### src/verilog/ptc_cfg.svh
// Constants for the transparent clock: timing, frame offsets, codes
`ifndef PTC_CFG_SVH
`define PTC_CFG_SVH

// ===================================================================
// Timing
`define PTC_CLK_HZ 10000000
`define PTC_NS_PER_S 1000000000
`define PTC_TS_STEP_NS (`PTC_NS_PER_S / `PTC_CLK_HZ)

// ===================================================================
// Buffering
`define PTC_FIFO_DEPTH 16

// ===================================================================
// Frame layout, byte counts from first byte of frame
`define PTC_ETH_TYPE_OFF 7'h0C
`define PTC_VLAN_LEN 7'h04
`define PTC_CNT_MAX 7'h7F
`define PTC_OFF_NONE 7'h7F
// Relative to the ethertype position
`define PTC_REL_TYPE_LO 7'h01
`define PTC_REL_PTP_L2 7'h02
`define PTC_REL_IP_VER 7'h02
`define PTC_REL_IP_PROTO 7'h0B
`define PTC_REL_UDP_DPORT_LO 7'h19
`define PTC_REL_UDP_CSUM_HI 7'h1C
`define PTC_REL_UDP_CSUM_LO 7'h1D
`define PTC_REL_PTP_UDP 7'h1E
// Relative to the PTP header start
`define PTC_PREL_MSGTYPE 7'h00
`define PTC_PREL_CORR_FIRST 7'h08
`define PTC_PREL_CORR_LAST 7'h0F

// ===================================================================
// Codes
`define PTC_TPID_VLAN 16'h8100
`define PTC_ETYPE_PTP 16'h88F7
`define PTC_ETYPE_IPV4 16'h0800
`define PTC_IP_VER_IHL 8'h45
`define PTC_IP_PROTO_UDP 8'h11
`define PTC_UDP_PTP_EVENT 16'h013F
`define PTC_MSG_SYNC 4'h0
`define PTC_MSG_DELAY_REQ 4'h1
`define PTC_CORR_FRAC_ZERO 16'h0000
`define PTC_BYTE_ZERO 8'h00

`endif

### src/verilog/ptc_pkg.sv
// Types shared by the transparent clock files
`default_nettype none

package ptc_pkg;

  // ===================================================================
  // One byte of a frame on the stream
  typedef struct packed {
    logic last;
    logic [7:0] data;
  } ptc_beat_t;

  // ===================================================================
  // Egress correction states
  typedef enum logic [1:0] {
    EG_PASS = 2'b01,
    EG_CORR = 2'b10
  } ptc_eg_st_t;

endpackage

`default_nettype wire

### src/verilog/ptc_fifo.sv
// Flip-flop FIFO with valid and ready on both sides
`timescale 1ns/100ps
`default_nettype none

module ptc_fifo #(
  parameter int WIDTH = 9,
  parameter int DEPTH = 16
) (
  input wire logic clk,
  input wire logic resetn,
  input wire logic [WIDTH-1:0] wr_data,
  input wire logic wr_valid,
  output logic wr_ready,
  output logic [WIDTH-1:0] rd_data,
  output logic rd_valid,
  input wire logic rd_ready
);
  localparam int AW = $clog2(DEPTH);
  localparam logic [AW:0] FULL = (AW+1)'(DEPTH);

  logic [WIDTH-1:0] mem [DEPTH];
  logic [AW-1:0] wp_q;
  logic [AW-1:0] rp_q;
  logic [AW:0] cnt_q;
  logic [AW:0] cnt_d;
  logic push;
  logic pop;

  // ===================================================================
  // Handshake and occupancy
  assign push = wr_valid && wr_ready;
  assign pop = rd_valid && rd_ready;
  assign rd_valid = (cnt_q != '0);
  assign rd_data = mem[rp_q];
  assign cnt_d = cnt_q + (AW+1)'(push) - (AW+1)'(pop);

  // Pointers, count and registered ready
  always_ff @(posedge clk or negedge resetn) begin
    if (!resetn) begin
      wp_q <= '0;
      rp_q <= '0;
      cnt_q <= '0;
      wr_ready <= 1'b1;
    end else begin
      wp_q <= push ? AW'(wp_q + 1'b1) : wp_q;
      rp_q <= pop ? AW'(rp_q + 1'b1) : rp_q;
      cnt_q <= cnt_d;
      wr_ready <= (cnt_d != FULL); // Back-pressure reaches source
    end
  end

  // Storage write
  always_ff @(posedge clk) begin
    if (push) begin
      mem[wp_q] <= wr_data;
    end
  end

endmodule // ptc_fifo

`default_nettype wire

### src/verilog/ptc_top.sv
// End-to-end transparent clock: parses PTP frames, adds residency
// How it works
// Master sends Sync, keeps t1
// Slave stamps Sync arrival as t2
// One-step: t1 rides inside Sync
// Two-step: t1 follows in Follow_Up
// Slave sends Delay_Req, keeps t3
// Master stamps Delay_Req arrival as t4
// Master returns t4 in Delay_Resp
// Offset is half of path differences
// Path delay is half of sum
// Sync/Delay_Req correction gains residency time
// Only forwards; never master nor slave
// Residency includes switching and radio delay
// Hardware timestamps at ingress and egress
// Accept PTP over Ethernet and UDP/IPv4
// Accept tagged and untagged frames
// Boundary mode: untagged multicast Ethernet only
// PTP should get highest queue priority; here all frames share one FIFO, with no priority
// Residency is egress minus ingress stamp
// Residency added to existing correction
`timescale 1ns/100ps
`default_nettype none
`include "ptc_cfg.svh"

module ptc_top
  import ptc_pkg::*;
#(
  parameter int FIFO_DEPTH = `PTC_FIFO_DEPTH,
  parameter int TS_W = 48
) (
  input wire logic clk,
  input wire logic resetn,
  input wire logic bc_mode,
  input wire logic [31:0] radio_delay_ns,
  input wire logic [7:0] in_data,
  input wire logic in_last,
  input wire logic in_valid,
  output logic in_ready,
  output logic [7:0] out_data,
  output logic out_last,
  output logic out_valid,
  input wire logic out_ready
);
  // Time base advance per clock, in ns
  localparam logic [TS_W-1:0] TS_STEP = TS_W'(`PTC_TS_STEP_NS);

  // ===================================================================
  // Free-running hardware time base in ns
  logic [TS_W-1:0] tod_q;

  always_ff @(posedge clk or negedge resetn) begin
    if (!resetn) tod_q <= '0;
    else tod_q <= tod_q + TS_STEP;
  end

  // ===================================================================
  // Ingress side: FIFO fill and header parse
  ptc_beat_t in_beat;
  ptc_beat_t fifo_beat;
  logic fifo_valid;
  logic pop;
  logic in_fire;

  // Beat packing and ingress handshake
  assign in_beat = '{last: in_last, data: in_data};
  assign in_fire = in_valid && in_ready;

  // Cut-through byte buffer between ingress and egress
  ptc_fifo #(
    .WIDTH($bits(ptc_beat_t)),
    .DEPTH(FIFO_DEPTH)
  ) u_fifo (
    .clk(clk),
    .resetn(resetn),
    .wr_data(in_beat),
    .wr_valid(in_valid),
    .wr_ready(in_ready),
    .rd_data(fifo_beat),
    .rd_valid(fifo_valid),
    .rd_ready(pop)
  );

  logic [6:0] ic_q;
  logic [6:0] e_q;
  logic [6:0] ptp_off_q;
  logic [7:0] hi_q;
  logic vlan_q;
  logic mcast_q;
  logic l2_q;
  logic ip_q;
  logic ipok_q;
  logic udp_q;
  logic event_q;
  logic corr_done_q;
  logic ing_end_q;
  logic [63:0] corr_q;
  logic [TS_W-1:0] ing_ts_q;

  // Ingress byte position decode
  logic [6:0] rel_i;
  logic [6:0] prel_i;
  logic [15:0] typ_w;
  logic sof_i;
  logic at_type;
  logic is_tpid;
  logic is_l2ptp;
  logic is_ipv4;
  logic ip_ver_ok;
  logic ip_udp_ok;
  logic udp_port_ok;
  logic at_msg;
  logic msg_event;
  logic in_corr;

  assign rel_i = ic_q - e_q;
  assign prel_i = ic_q - ptp_off_q;
  assign typ_w = {hi_q, in_data};
  assign sof_i = in_fire && (ic_q == '0);
  assign at_type = in_fire && (rel_i == `PTC_REL_TYPE_LO);
  assign is_tpid = at_type && !vlan_q && (typ_w == `PTC_TPID_VLAN);
  assign is_l2ptp = at_type && (typ_w == `PTC_ETYPE_PTP);
  assign is_ipv4 = at_type && (typ_w == `PTC_ETYPE_IPV4);
  assign ip_ver_ok = (in_data == `PTC_IP_VER_IHL);
  assign ip_udp_ok = ipok_q && (in_data == `PTC_IP_PROTO_UDP);
  assign udp_port_ok = ipok_q && (typ_w == `PTC_UDP_PTP_EVENT);
  assign at_msg = in_fire && (l2_q || udp_q) && (prel_i == `PTC_PREL_MSGTYPE);
  // Sync corrected whether t1 rides inside it or follows later;
  // Follow_Up and Delay_Resp are not event messages and keep their correction untouched
  assign msg_event = (in_data[3:0] == `PTC_MSG_SYNC) ||
                     (in_data[3:0] == `PTC_MSG_DELAY_REQ);
  assign in_corr = in_fire && event_q && (prel_i >= `PTC_PREL_CORR_FIRST) &&
                   (prel_i <= `PTC_PREL_CORR_LAST);

  // Ingress byte counter, previous byte and ingress stamp
  always_ff @(posedge clk or negedge resetn) begin
    if (!resetn) begin
      ic_q <= '0;
      hi_q <= '0;
      ing_ts_q <= '0;
    end else if (in_fire) begin
      ic_q <= in_last ? '0 : ((ic_q == `PTC_CNT_MAX) ? ic_q : ic_q + 7'h01);
      hi_q <= in_data;
      if (sof_i) ing_ts_q <= tod_q;
    end
  end

  // Encapsulation flags, cleared at each new frame; group bit loaded from its first byte
  always_ff @(posedge clk or negedge resetn) begin
    if (!resetn) begin
      e_q <= `PTC_ETH_TYPE_OFF;
      vlan_q <= 1'b0;
      mcast_q <= 1'b0;
      l2_q <= 1'b0;
      ip_q <= 1'b0;
    end else if (sof_i) begin
      e_q <= `PTC_ETH_TYPE_OFF;
      vlan_q <= 1'b0;
      mcast_q <= in_data[0]; // Group bit of destination address
      l2_q <= 1'b0;
      ip_q <= 1'b0;
    end else begin
      if (is_tpid) e_q <= e_q + `PTC_VLAN_LEN;
      if (is_tpid) vlan_q <= 1'b1;
      if (is_l2ptp) l2_q <= 1'b1;
      if (is_ipv4) ip_q <= 1'b1;
    end
  end

  // IPv4/UDP checks and PTP header position
  always_ff @(posedge clk or negedge resetn) begin
    if (!resetn) begin
      ipok_q <= 1'b0;
      udp_q <= 1'b0;
      ptp_off_q <= `PTC_OFF_NONE;
    end else if (sof_i) begin
      ipok_q <= 1'b0;
      udp_q <= 1'b0;
      ptp_off_q <= `PTC_OFF_NONE;
    end else if (in_fire) begin
      if (is_l2ptp) ptp_off_q <= e_q + `PTC_REL_PTP_L2;
      if (ip_q && rel_i == `PTC_REL_IP_VER) ipok_q <= ip_ver_ok;
      if (ip_q && rel_i == `PTC_REL_IP_PROTO) ipok_q <= ip_udp_ok;
      if (ip_q && rel_i == `PTC_REL_UDP_DPORT_LO && udp_port_ok) begin
        udp_q <= 1'b1;
        ptp_off_q <= e_q + `PTC_REL_PTP_UDP;
      end
    end
  end

  // Message type and arriving correction capture
  always_ff @(posedge clk or negedge resetn) begin
    if (!resetn) begin
      event_q <= 1'b0;
      corr_done_q <= 1'b0;
      corr_q <= '0;
    end else if (sof_i) begin
      event_q <= 1'b0;
      corr_done_q <= 1'b0;
    end else begin
      if (at_msg) event_q <= msg_event;
      if (in_corr) corr_q <= {corr_q[55:0], in_data};
      if (in_corr && prel_i == `PTC_PREL_CORR_LAST) corr_done_q <= 1'b1;
    end
  end

  // Frame end seen on ingress; a new end wins over the clear
  always_ff @(posedge clk or negedge resetn) begin
    if (!resetn) ing_end_q <= 1'b0;
    else if (in_fire && in_last) ing_end_q <= 1'b1;
    else if (sof_i) ing_end_q <= 1'b0;
  end

  // ===================================================================
  // Egress side: drain, stamp and rewrite correction
  ptc_eg_st_t eg_st_q;
  logic [6:0] oc_q;
  logic [TS_W-1:0] eg_ts_q;
  logic [63:0] ncorr_q;
  logic [6:0] orel_e;
  logic [6:0] prel_e;
  logic at_corr;
  logic bc_ok;
  logic apply;
  logic stall;
  logic [TS_W-1:0] resid;
  logic [63:0] corr_sum;
  logic csum_zero;
  logic [7:0] eg_byte;

  // Egress reuses the ingress parse state; safe since a PTP frame outgrows
  // the FIFO, so its correction bytes leave before the next frame starts
  assign orel_e = oc_q - e_q;
  assign prel_e = oc_q - ptp_off_q;
  assign at_corr = (eg_st_q == EG_PASS) && event_q &&
                   (prel_e == `PTC_PREL_CORR_FIRST);
  assign bc_ok = !bc_mode || (l2_q && !vlan_q && mcast_q);
  assign apply = at_corr && corr_done_q && bc_ok;
  // Wait for all eight arriving correction bytes unless the frame is cut short
  assign stall = at_corr && !corr_done_q && !ing_end_q;
  assign pop = fifo_valid && (!out_valid || out_ready) && !stall;
  // Switching delay from stamps plus the radio hop delay
  assign resid = eg_ts_q - ing_ts_q + TS_W'(radio_delay_ns);
  assign corr_sum = corr_q + {resid, `PTC_CORR_FRAC_ZERO};
  // Zeroed UDP checksum stays valid after the payload edit
  assign csum_zero = udp_q && ((orel_e == `PTC_REL_UDP_CSUM_HI) ||
                               (orel_e == `PTC_REL_UDP_CSUM_LO));
  assign eg_byte = apply ? corr_sum[63:56] :
                   (eg_st_q == EG_CORR) ? ncorr_q[63:56] :
                   csum_zero ? `PTC_BYTE_ZERO : fifo_beat.data;

  // Egress byte counter and egress stamp
  always_ff @(posedge clk or negedge resetn) begin
    if (!resetn) begin
      oc_q <= '0;
      eg_ts_q <= '0;
    end else if (pop) begin
      oc_q <= fifo_beat.last ? '0 :
              ((oc_q == `PTC_CNT_MAX) ? oc_q : oc_q + 7'h01);
      if (oc_q == '0) eg_ts_q <= tod_q;
    end
  end

  // Correction rewrite sequencing, most significant byte first
  always_ff @(posedge clk or negedge resetn) begin
    if (!resetn) begin
      eg_st_q <= EG_PASS;
      ncorr_q <= '0;
    end else if (pop) begin
      case (eg_st_q)
        EG_PASS: begin
          if (apply) begin
            eg_st_q <= EG_CORR;
            ncorr_q <= {corr_sum[55:0], `PTC_BYTE_ZERO};
          end
        end
        EG_CORR: begin
          ncorr_q <= {ncorr_q[55:0], `PTC_BYTE_ZERO};
          if (prel_e == `PTC_PREL_CORR_LAST || fifo_beat.last) eg_st_q <= EG_PASS;
        end
        default: eg_st_q <= EG_PASS;
      endcase
    end
  end

  // Output register stage
  always_ff @(posedge clk or negedge resetn) begin
    if (!resetn) begin
      out_valid <= 1'b0;
      out_data <= '0;
      out_last <= 1'b0;
    end else if (pop) begin
      out_valid <= 1'b1;
      out_data <= eg_byte;
      out_last <= fifo_beat.last;
    end else if (out_ready) begin
      out_valid <= 1'b0;
    end
  end

endmodule // ptc_top

`default_nettype wire

### config.mk
export PLATFORM = sky130hd
export DESIGN_NAME = ptc_top
export DESIGN_NICKNAME = d
export VERILOG_FILES = /design/src/verilog/ptc_pkg.sv /design/src/verilog/ptc_fifo.sv /design/src/verilog/ptc_top.sv
export VERILOG_INCLUDE_DIRS = /design/src /design/src/verilog
export SDC_FILE = /design/constraint.sdc
export NUM_CORES = 1
export LEC_CHECK = 0
export ABC_AREA = 1
export BUFFER_PORTS_ARGS = -buffer_cell sky130_fd_sc_hd__buf_2
export CORE_MARGIN = 2
export CORE_UTILIZATION = 52
export DETAILED_ROUTE_END_ITERATION = 8
export GPL_TIMING_DRIVEN = 0
export PLACE_DENSITY = 0.68
export SETUP_SLACK_MARGIN = 0.05
export SYNTH_ARGS = -nofsm -noshare
export SYNTH_HDL_FRONTEND = slang
export SYNTH_HIERARCHICAL = 1
export SYNTH_SLANG_ARGS = --single-unit
### constraint.sdc
create_clock -name clk -period 4.45 [get_ports clk]
set_clock_uncertainty 0.1 [all_clocks]
set_input_delay 0.89 -clock clk [delete_from_list [all_inputs] [get_ports clk]]
set_output_delay 0.89 -clock clk [all_outputs]
set_load 0.05 [all_outputs]
==> results of run 1 <==
==> logic make-up (layout without fill, tap and decap cells) <==
logic type	count (synthesis)	after routing	share of synthesized area, %
fa+ha+maj	188	188	8.793
xor+xnor	132	132	3.921
flops	470	470	42.38
buf+inv	707	895	9.498
simple gates	1959	1959	27.59
compound gates	430	430	7.800
other cells	1	3	0.01272
==> worst paths after layout <==
| kind | from | end | slack (ps) | cells after the start |
|---|---|---|---|---|
| min in group clk | eg_st_q[0] | eg_st_q[0] | 360 | 2 |
| setup reg to reg | eg_ts_q[7] | out_data[7] | 50 | 28 |
| hold reg to reg | eg_st_q[0] | eg_st_q[0] | 360 | 2 |
| setup / recovery | eg_ts_q[7] | out_data[7] | 50 | 28 |
| max in group asynchronous | resetn | corr_q[61] | 2840 | 2 |
| hold / removal | resetn | oc_q[2] | 230 | 1 |
==> metrics by stage <==
stage / instances / TNS (ps) / utilization (%)
floorplan: 3888 / 0 / -
global placement: 4700 / -1287350 / 54.73
detailed placement: 4702 / -32110 / 54.84
CTS: 4812 / 0 / 59.31
global route: 4832 / -274.5 / 61.87
finish: 4833 / 0 / 61.87
==> state kept, by name (all words and copies together) (netlist names), 2 cells and up <==
| register | flops |
|---|---|
| u_fifo/rp_q | 4 |
| u_fifo/cnt_q | 5 |
| u_fifo/mem | 144 |
| hi_q | 8 |
| tod_q | 46 |
| oc_q | 7 |
| e_q | 5 |
| u_fifo/wp_q | 4 |
| eg_st_q | 2 |
| corr_q | 64 |
| out_data | 8 |
| ncorr_q | 56 |
| eg_ts_q | 46 |
| ing_ts_q | 46 |
| ptp_off_q | 6 |
| ic_q | 7 |
==> power by group <==
| group | internal [mW] | switching (mW) | total, mW |
|---|---|---|---|
| combinational | 3.68 | 7.30 | 11.0 |
| clock | 2.47 | 1.81 | 4.28 |
| sequential | 5.21 | 0.405 | 5.61 |
==> metal layers <==
layer,vias up,part of all wire (%)
met1,12460,46
met5,-,0
met3,159,8.5
li1,12670,-
met4,0,3.1
met2,948,43
==> cells in the final DEF, fill, tap and decap left out, types with 18 or more instances in the layout <==
| cell | Yosys | layout |
|---|---|---|
| clkbuf_16 | 0 | 52 |
| nand2_1 | 1216 | 1157 |
| buf_2 | 39 | 94 |
| a21oi_2 | 0 | 58 |
| nand3_1 | 329 | 304 |
| o21ai_0 | 181 | 149 |
| ha_4 | 0 | 46 |
| nor2_2 | 2 | 49 |
| ha_2 | 0 | 18 |
| o21bai_1 | 29 | 20 |
| xor2_1 | 96 | 78 |
| ha_1 | 156 | 92 |
| edfxtp_1 | 144 | 144 |
| inv_1 | 604 | 596 |
| nor2_1 | 266 | 202 |
| clkbuf_1 | 38 | 45 |
| fa_1 | 32 | 32 |
| o21ai_1 | 35 | 55 |
| xnor2_1 | 36 | 32 |
| nand3_2 | 0 | 21 |
| nand4_1 | 46 | 46 |
| nor2_4 | 1 | 18 |
| dfrtp_1 | 316 | 316 |
| buf_4 | 12 | 50 |
| nor4_1 | 22 | 18 |
| nand2_2 | 3 | 58 |
| nor3_1 | 34 | 31 |
| a21oi_1 | 147 | 78 |
==> cell type report <==
type	count	area share, %
clock inverter	17	0.5221
timing repair buffer	97	1.872
buffer	98	1.480
multi-input combinational	2711	46.52
sequential	470	35.95
antenna	1	0.007201
clock buffer	74	4.342
inverter	609	6.578
tap	756	2.722
==> repair_timing <==
action,CTS,global route
buffers inserted,19,20
pin swaps,37,97
resized for setup,141,315
endpoints found under the setup margin,32,37
==> impl_results.md, run 1 <==
* Detail Route Antenna Nets at 0
* Worst Path Buf+Inv at 4
* Achievable Freq at 227.3 MHz
* H-tree level count at 2
* Post-DP HPWL at about 65000 um
* Distinct cell type count after synthesis at 47
* Fillers at 5084
* Post-synth top cells: nand2_1, inv_1, nand3_1
* Vias per cell at 5.430
* Kind of start point of the critical path: register
* Initial DRT Pass Iterations at 5
* Critical path endpoint category: register
* Worst path required time at 4890 ps
* Die W at ~240 um
* Top Ports at 57
* CP top delay family: simple AND/OR/NAND/NOR gates
* Final Cell Area at 34750 sq um
* FF+latch area at 12490 sq um
* Area grow syn2layout at 17.88%
* Initial antenna violation count at 1
* Critical Path AT at 4840 ps
* CTS tree: done
* Setup ws final at a little under 50 ps
* Total power at ~21 mW
* Worst-Skew Late Latency at around 620 ps
* First-pass GRT wire length at approximately 130000 um
* Vias in the first global route at 24520
* GRT overflow at 0
* Syn_area_per_cell at 7.585 sq um
* WL per Instance at 18.01 um
* Clk root buf: clkbuf_16
* Synth warn at 6
* Total die area at around 59000 sq um
* Initial core utilization at 52.49%
* P_leak at 16.98 nW
* Hold_ws at 225.4 ps
* Flops & latches, synth at 470
* Vias at 26240
* Synth Cell Area at slightly below 30000 sq um
* Overall die height at 242.1 um
* Setup Crit Path Kind: register to register
* DR DRC count at 0
* Synth area leaders: dfrtp_1, nand2_1, edfxtp_1
* Power per cell area at 600.7 nW/um^2
* WL final at a little under 90000 um
* Status: finished clean
* GRT busiest layer: met1
* Met3 usage at around 5.6%
* Final hold vios at 0
* M2 GR Usage at between 40% and 50%
* Largest net degree at the start of global routing at 124
* Max-cap violations at 0
* Final setup viols at 0
* Worst-Margin Slew at 1149 ps
* Initial DRC count at 2574
* Layout cells sized above 1 at 15.24%
* Reg clk slew, reported paths at 60 ps
* Input/output buffers at 56
* Fin crit share at 98.88%
* Crit path max fanout at 4
* Top cell type's share of synthesized area at 26.82%
* Max incr delay on CP at about 580 ps
* Min-Delay Path Class: primary input to asynchronous set/reset pin
* Area after DPL at approximately 31000 sq um
* Post-CTS Hold Buffers at 0
* GRT met1 Usage at 43.40%
* Most common cell in the netlist: nand2_1
* Largest area contributor in the netlist: dfrtp_1
* Cells after Synth at a little under 4000
* Ys async rst share at 69.36%
* Core area at approximately 56000 sq um
* Sequential area share after synthesis at 42.38%
* Peak supply drop at 0.4257 mV
* Most used cell along the critical path: nand2_2
* Gp weighted congestion at around 0.99
* Cts bufs inserted at 50
* CP max stage cell: fa_1
* EDFF count, synth at 144
* Min Tclk post-route at 4400 ps
* Prevailing post-synth register cell: dfrtp_1
* Relative slew slack at 23.10%
* Final net count at 4271
* Rows at 87
* Worst-case clock buffer depth at 3
* RSZ-0062 raised after global routing: yes
* Clock sink count at 470
* Gr usage total at 29.11%
* Slew Viols, Final at 0
* Multi-input logic area at roughly 16000 sq um
* DP Worst Slack at -1212 ps
Power figures use the tool's default switching activity.
==> inputs of run 2 (changes only) <==
--- a/config.mk
+++ b/config.mk
@@ -12,7 +12,7 @@
 export CORE_UTILIZATION = 52
 export DETAILED_ROUTE_END_ITERATION = 8
 export GPL_TIMING_DRIVEN = 0
-export PLACE_DENSITY = 0.68
+export PLACE_DENSITY_LB_ADDON = 0.08
 export SETUP_SLACK_MARGIN = 0.05
 export SYNTH_ARGS = -nofsm -noshare
 export SYNTH_HDL_FRONTEND = slang
==> impl_results.md, run 2 (synthesis results as in run 1) <==
* Status: finished clean (unchanged)
* Sequential group share of total power at 26.7% (was 26.9%)
* Critical Path AT at 4840 ps (about the same)
* Final setup viols at 0 (unchanged)
* Cell count along the critical path at 29 (was 28)
* Worst-Skew Late Latency at 640 ps (was 620 ps)
* Fin crit share at 98.42% (was 98.88%)
* Setup Crit Path Kind: primary input to register (was register to register)
* Detail Route Antenna Nets at 0 (unchanged)
* Cts bufs inserted at 52 (was 50)
* Worst Path Buf+Inv at 5 (was 4)
* Reg clk slew, reported paths at 60 ps (about the same)
* DP Worst Slack at -1115 ps (was -1212 ps)
* Die W at 242.1 um (unchanged)
* Clock share of power at 20.4% (was 20.5%)
* Sw Share at 45.83% (was 45.57%)
* Comb pwr share at 52.9% (was 52.6%)
* Crit path max fanout at 4 (unchanged)
* Min-Delay Path Class: primary input to asynchronous set/reset pin (unchanged)
* First-pass GRT wire length at 137100 um (was 134100 um)
* Overall die height at 242.1 um (unchanged)
* Area grow syn2layout at 18.67% (was 17.88%)
* Fillers at 5035 (was 5084)
* Clk root buf: clkbuf_16 (unchanged)
* Hold_ws at 182.2 ps (was 225.4 ps)
* R2R depth at 27 (was 28)
* Top Ports at 57 (unchanged)
* CP max stage cell: fa_1 (unchanged)
* Regs by FF count: u_fifo/mem: 144 flops, corr_q: 64 flops, ncorr_q: 56 flops (unchanged)
* Largest net degree at the start of global routing at 123 (was 124)
* Largest Register: u_fifo/mem (unchanged)
* Max incr delay on CP at 540 ps (was 580 ps)
* Setup ws final at 70.49 ps (was 49.73 ps)
* Gr usage total at 29.79% (was 29.11%)
* Min Tclk post-route at 4380 ps (was 4400 ps)
* CTS tree: done (unchanged)
* Kind of start point of the critical path: primary input (was register)
* DR DRC count at 0 (unchanged)
* H-tree level count at 2 (unchanged)
* Vias per cell at 5.386 (was 5.430)
* Initial DRC count at 2670 (was 2574)
* Layout cells sized above 1 at 15.91% (was 15.24%)
* P_leak at 17.07 nW (was 16.98 nW)
* Achievable Freq at 228.3 MHz (was 227.3 MHz)
* Clock sink count at 470 (unchanged)
* Gp weighted congestion at 0.9830 (was 0.9865)
* GRT overflow at 0 (unchanged)
* Max-cap violations at 0 (unchanged)
* Initial antenna violation count at 0 (was 1)
* RSZ-0062 raised after global routing: yes (unchanged)
* Total die area at 58620 sq um (unchanged)
* Final hold vios at 0 (unchanged)
* Setup TNS at 0 ps (unchanged)
* Core area at 56170 sq um (unchanged)
* Int Pwr at 11.40 mW (was 11.36 mW)
* Commonest non-fill, non-tap cell in the layout: nand2_1 (unchanged)
* Power per cell area at 601.8 nW/um^2 (was 600.7 nW/um^2)
* Input/output buffers at 56 (unchanged)
* Largest register FFs at 144 (unchanged)
* Most frequent cells in the layout: nand2_1, inv_1, dfrtp_1, nand3_1, nor2_1 (unchanged)
* CP top delay family: simple AND/OR/NAND/NOR gates (unchanged)
* Initial DRT Pass Iterations at 6 (was 5)
* Most used cell along the critical path: nand2_1 (was nand2_2)
* Slew Viols, Final at 0 (unchanged)
* WL per Instance at 18.22 um (was 18.01 um)
* Psw at 9.651 mW (was 9.513 mW)
* Vias at 26080 (was 26240)
* Worst path required time at 4910 ps (was 4890 ps)
* Worst-case clock buffer depth at 3 (unchanged)
* Critical path endpoint category: register (unchanged)
* Initial core utilization at 52.49% (unchanged)
* Peak supply drop at 0.5502 mV (was 0.4257 mV)
* Vias in the first global route at 24830 (was 24520)
* Final net count at 4278 (was 4271)
* WL final at 88240 um (was 87040 um)
* Worst-Margin Slew at 1132 ps (was 1149 ps)
* Post-DP HPWL at 65460 um (was 64940 um)
* Relative slew slack at 24.26% (was 23.10%)
* Rows at 87 (unchanged)
## run 2: cell types whose count changed in the layout (fill, tap and decap cells not counted), moves of 5 or more
cell      change
a21oi_2       -6
inv_1        -12
o21ai_1      -10
nand2_1       -5
clkbuf_1      +7
buf_4         +6
o21ai_2       +5
o21ai_0       +6
nand2_4       +9
inv_2        +11
## run 2: timing repair
| action | 4_1_cts | 5_1_grt |
|---|---|---|
| setup buffers | 15 | 30 |
| hold buffers | 0 | 0 |
| pin swaps | 27 | 93 |
| endpoints found under the setup margin | 31 | 38 |
| gates resized for setup | 148 | 355 |
## run 2: routing by layer
metal,share of wire (%),vias up,track usage [%]
li1,-,12690,-
met1,47,12300,45.58
met2,42,933,43.09
met3,7.9,160,4.941
met4,3.2,0,9.114
met5,0,-,0
## run 2: power groups by stage
| stage | combinational (mW) | sequential, mW | clock, mW |
|---|---|---|---|
| 3_3_place_gp | 9.25 | 5.68 | 0 |
| 5_1_grt | 12.2 | 5.70 | 4.53 |
| 4_1_cts | 9.88 | 5.62 | 4.38 |
| 3_5_place_dp | 9.30 | 5.69 | 0 |
| 6_report | 11.1 | 5.62 | 4.30 |
| 2_1_floorplan | 6.36 | 5.75 | 0 |
## run 2: metrics by stage
stage          total power, mW  cells  util (%)  cell area, sq um
3_5_place_dp             14.99   4702     54.84             30800
4_1_cts                  19.87   4812     59.23             33270
3_3_place_gp             14.93   4700     54.73             30740
6_report                 21.06   4843     62.29             34990
2_1_floorplan            12.11   3888         -             29510
5_1_grt                  22.39   4841     62.28             34980
## run 2: cell type report
type	instances	area, sq um	share of cell area (%)
Multi-Input combinational cell	2711	16370	46.79
Antenna cell	2	5.005	0.01431
Clock inverter	22	234.0	0.6688
Inverter	609	2288	6.541
Timing Repair Buffer	103	686.9	1.963
Tap cell	756	945.9	2.704
Clock buffer	73	1450	4.145
Buffer	97	509.2	1.456
Sequential cell	470	12500	35.72
## run 2: worst paths after layout
path,slack [ps],startpoint,endpoint
setup / recovery,70,radio_delay_ns[7],out_data[7]
hold / removal,180,resetn,out_data[2]
setup reg to reg,100,ing_ts_q[7],out_data[7]
hold reg to reg,360,ptp_off_q[3],ptp_off_q[3]
max in group asynchronous,2940,resetn,eg_ts_q[34]
min in group clk,360,out_ready,out_valid
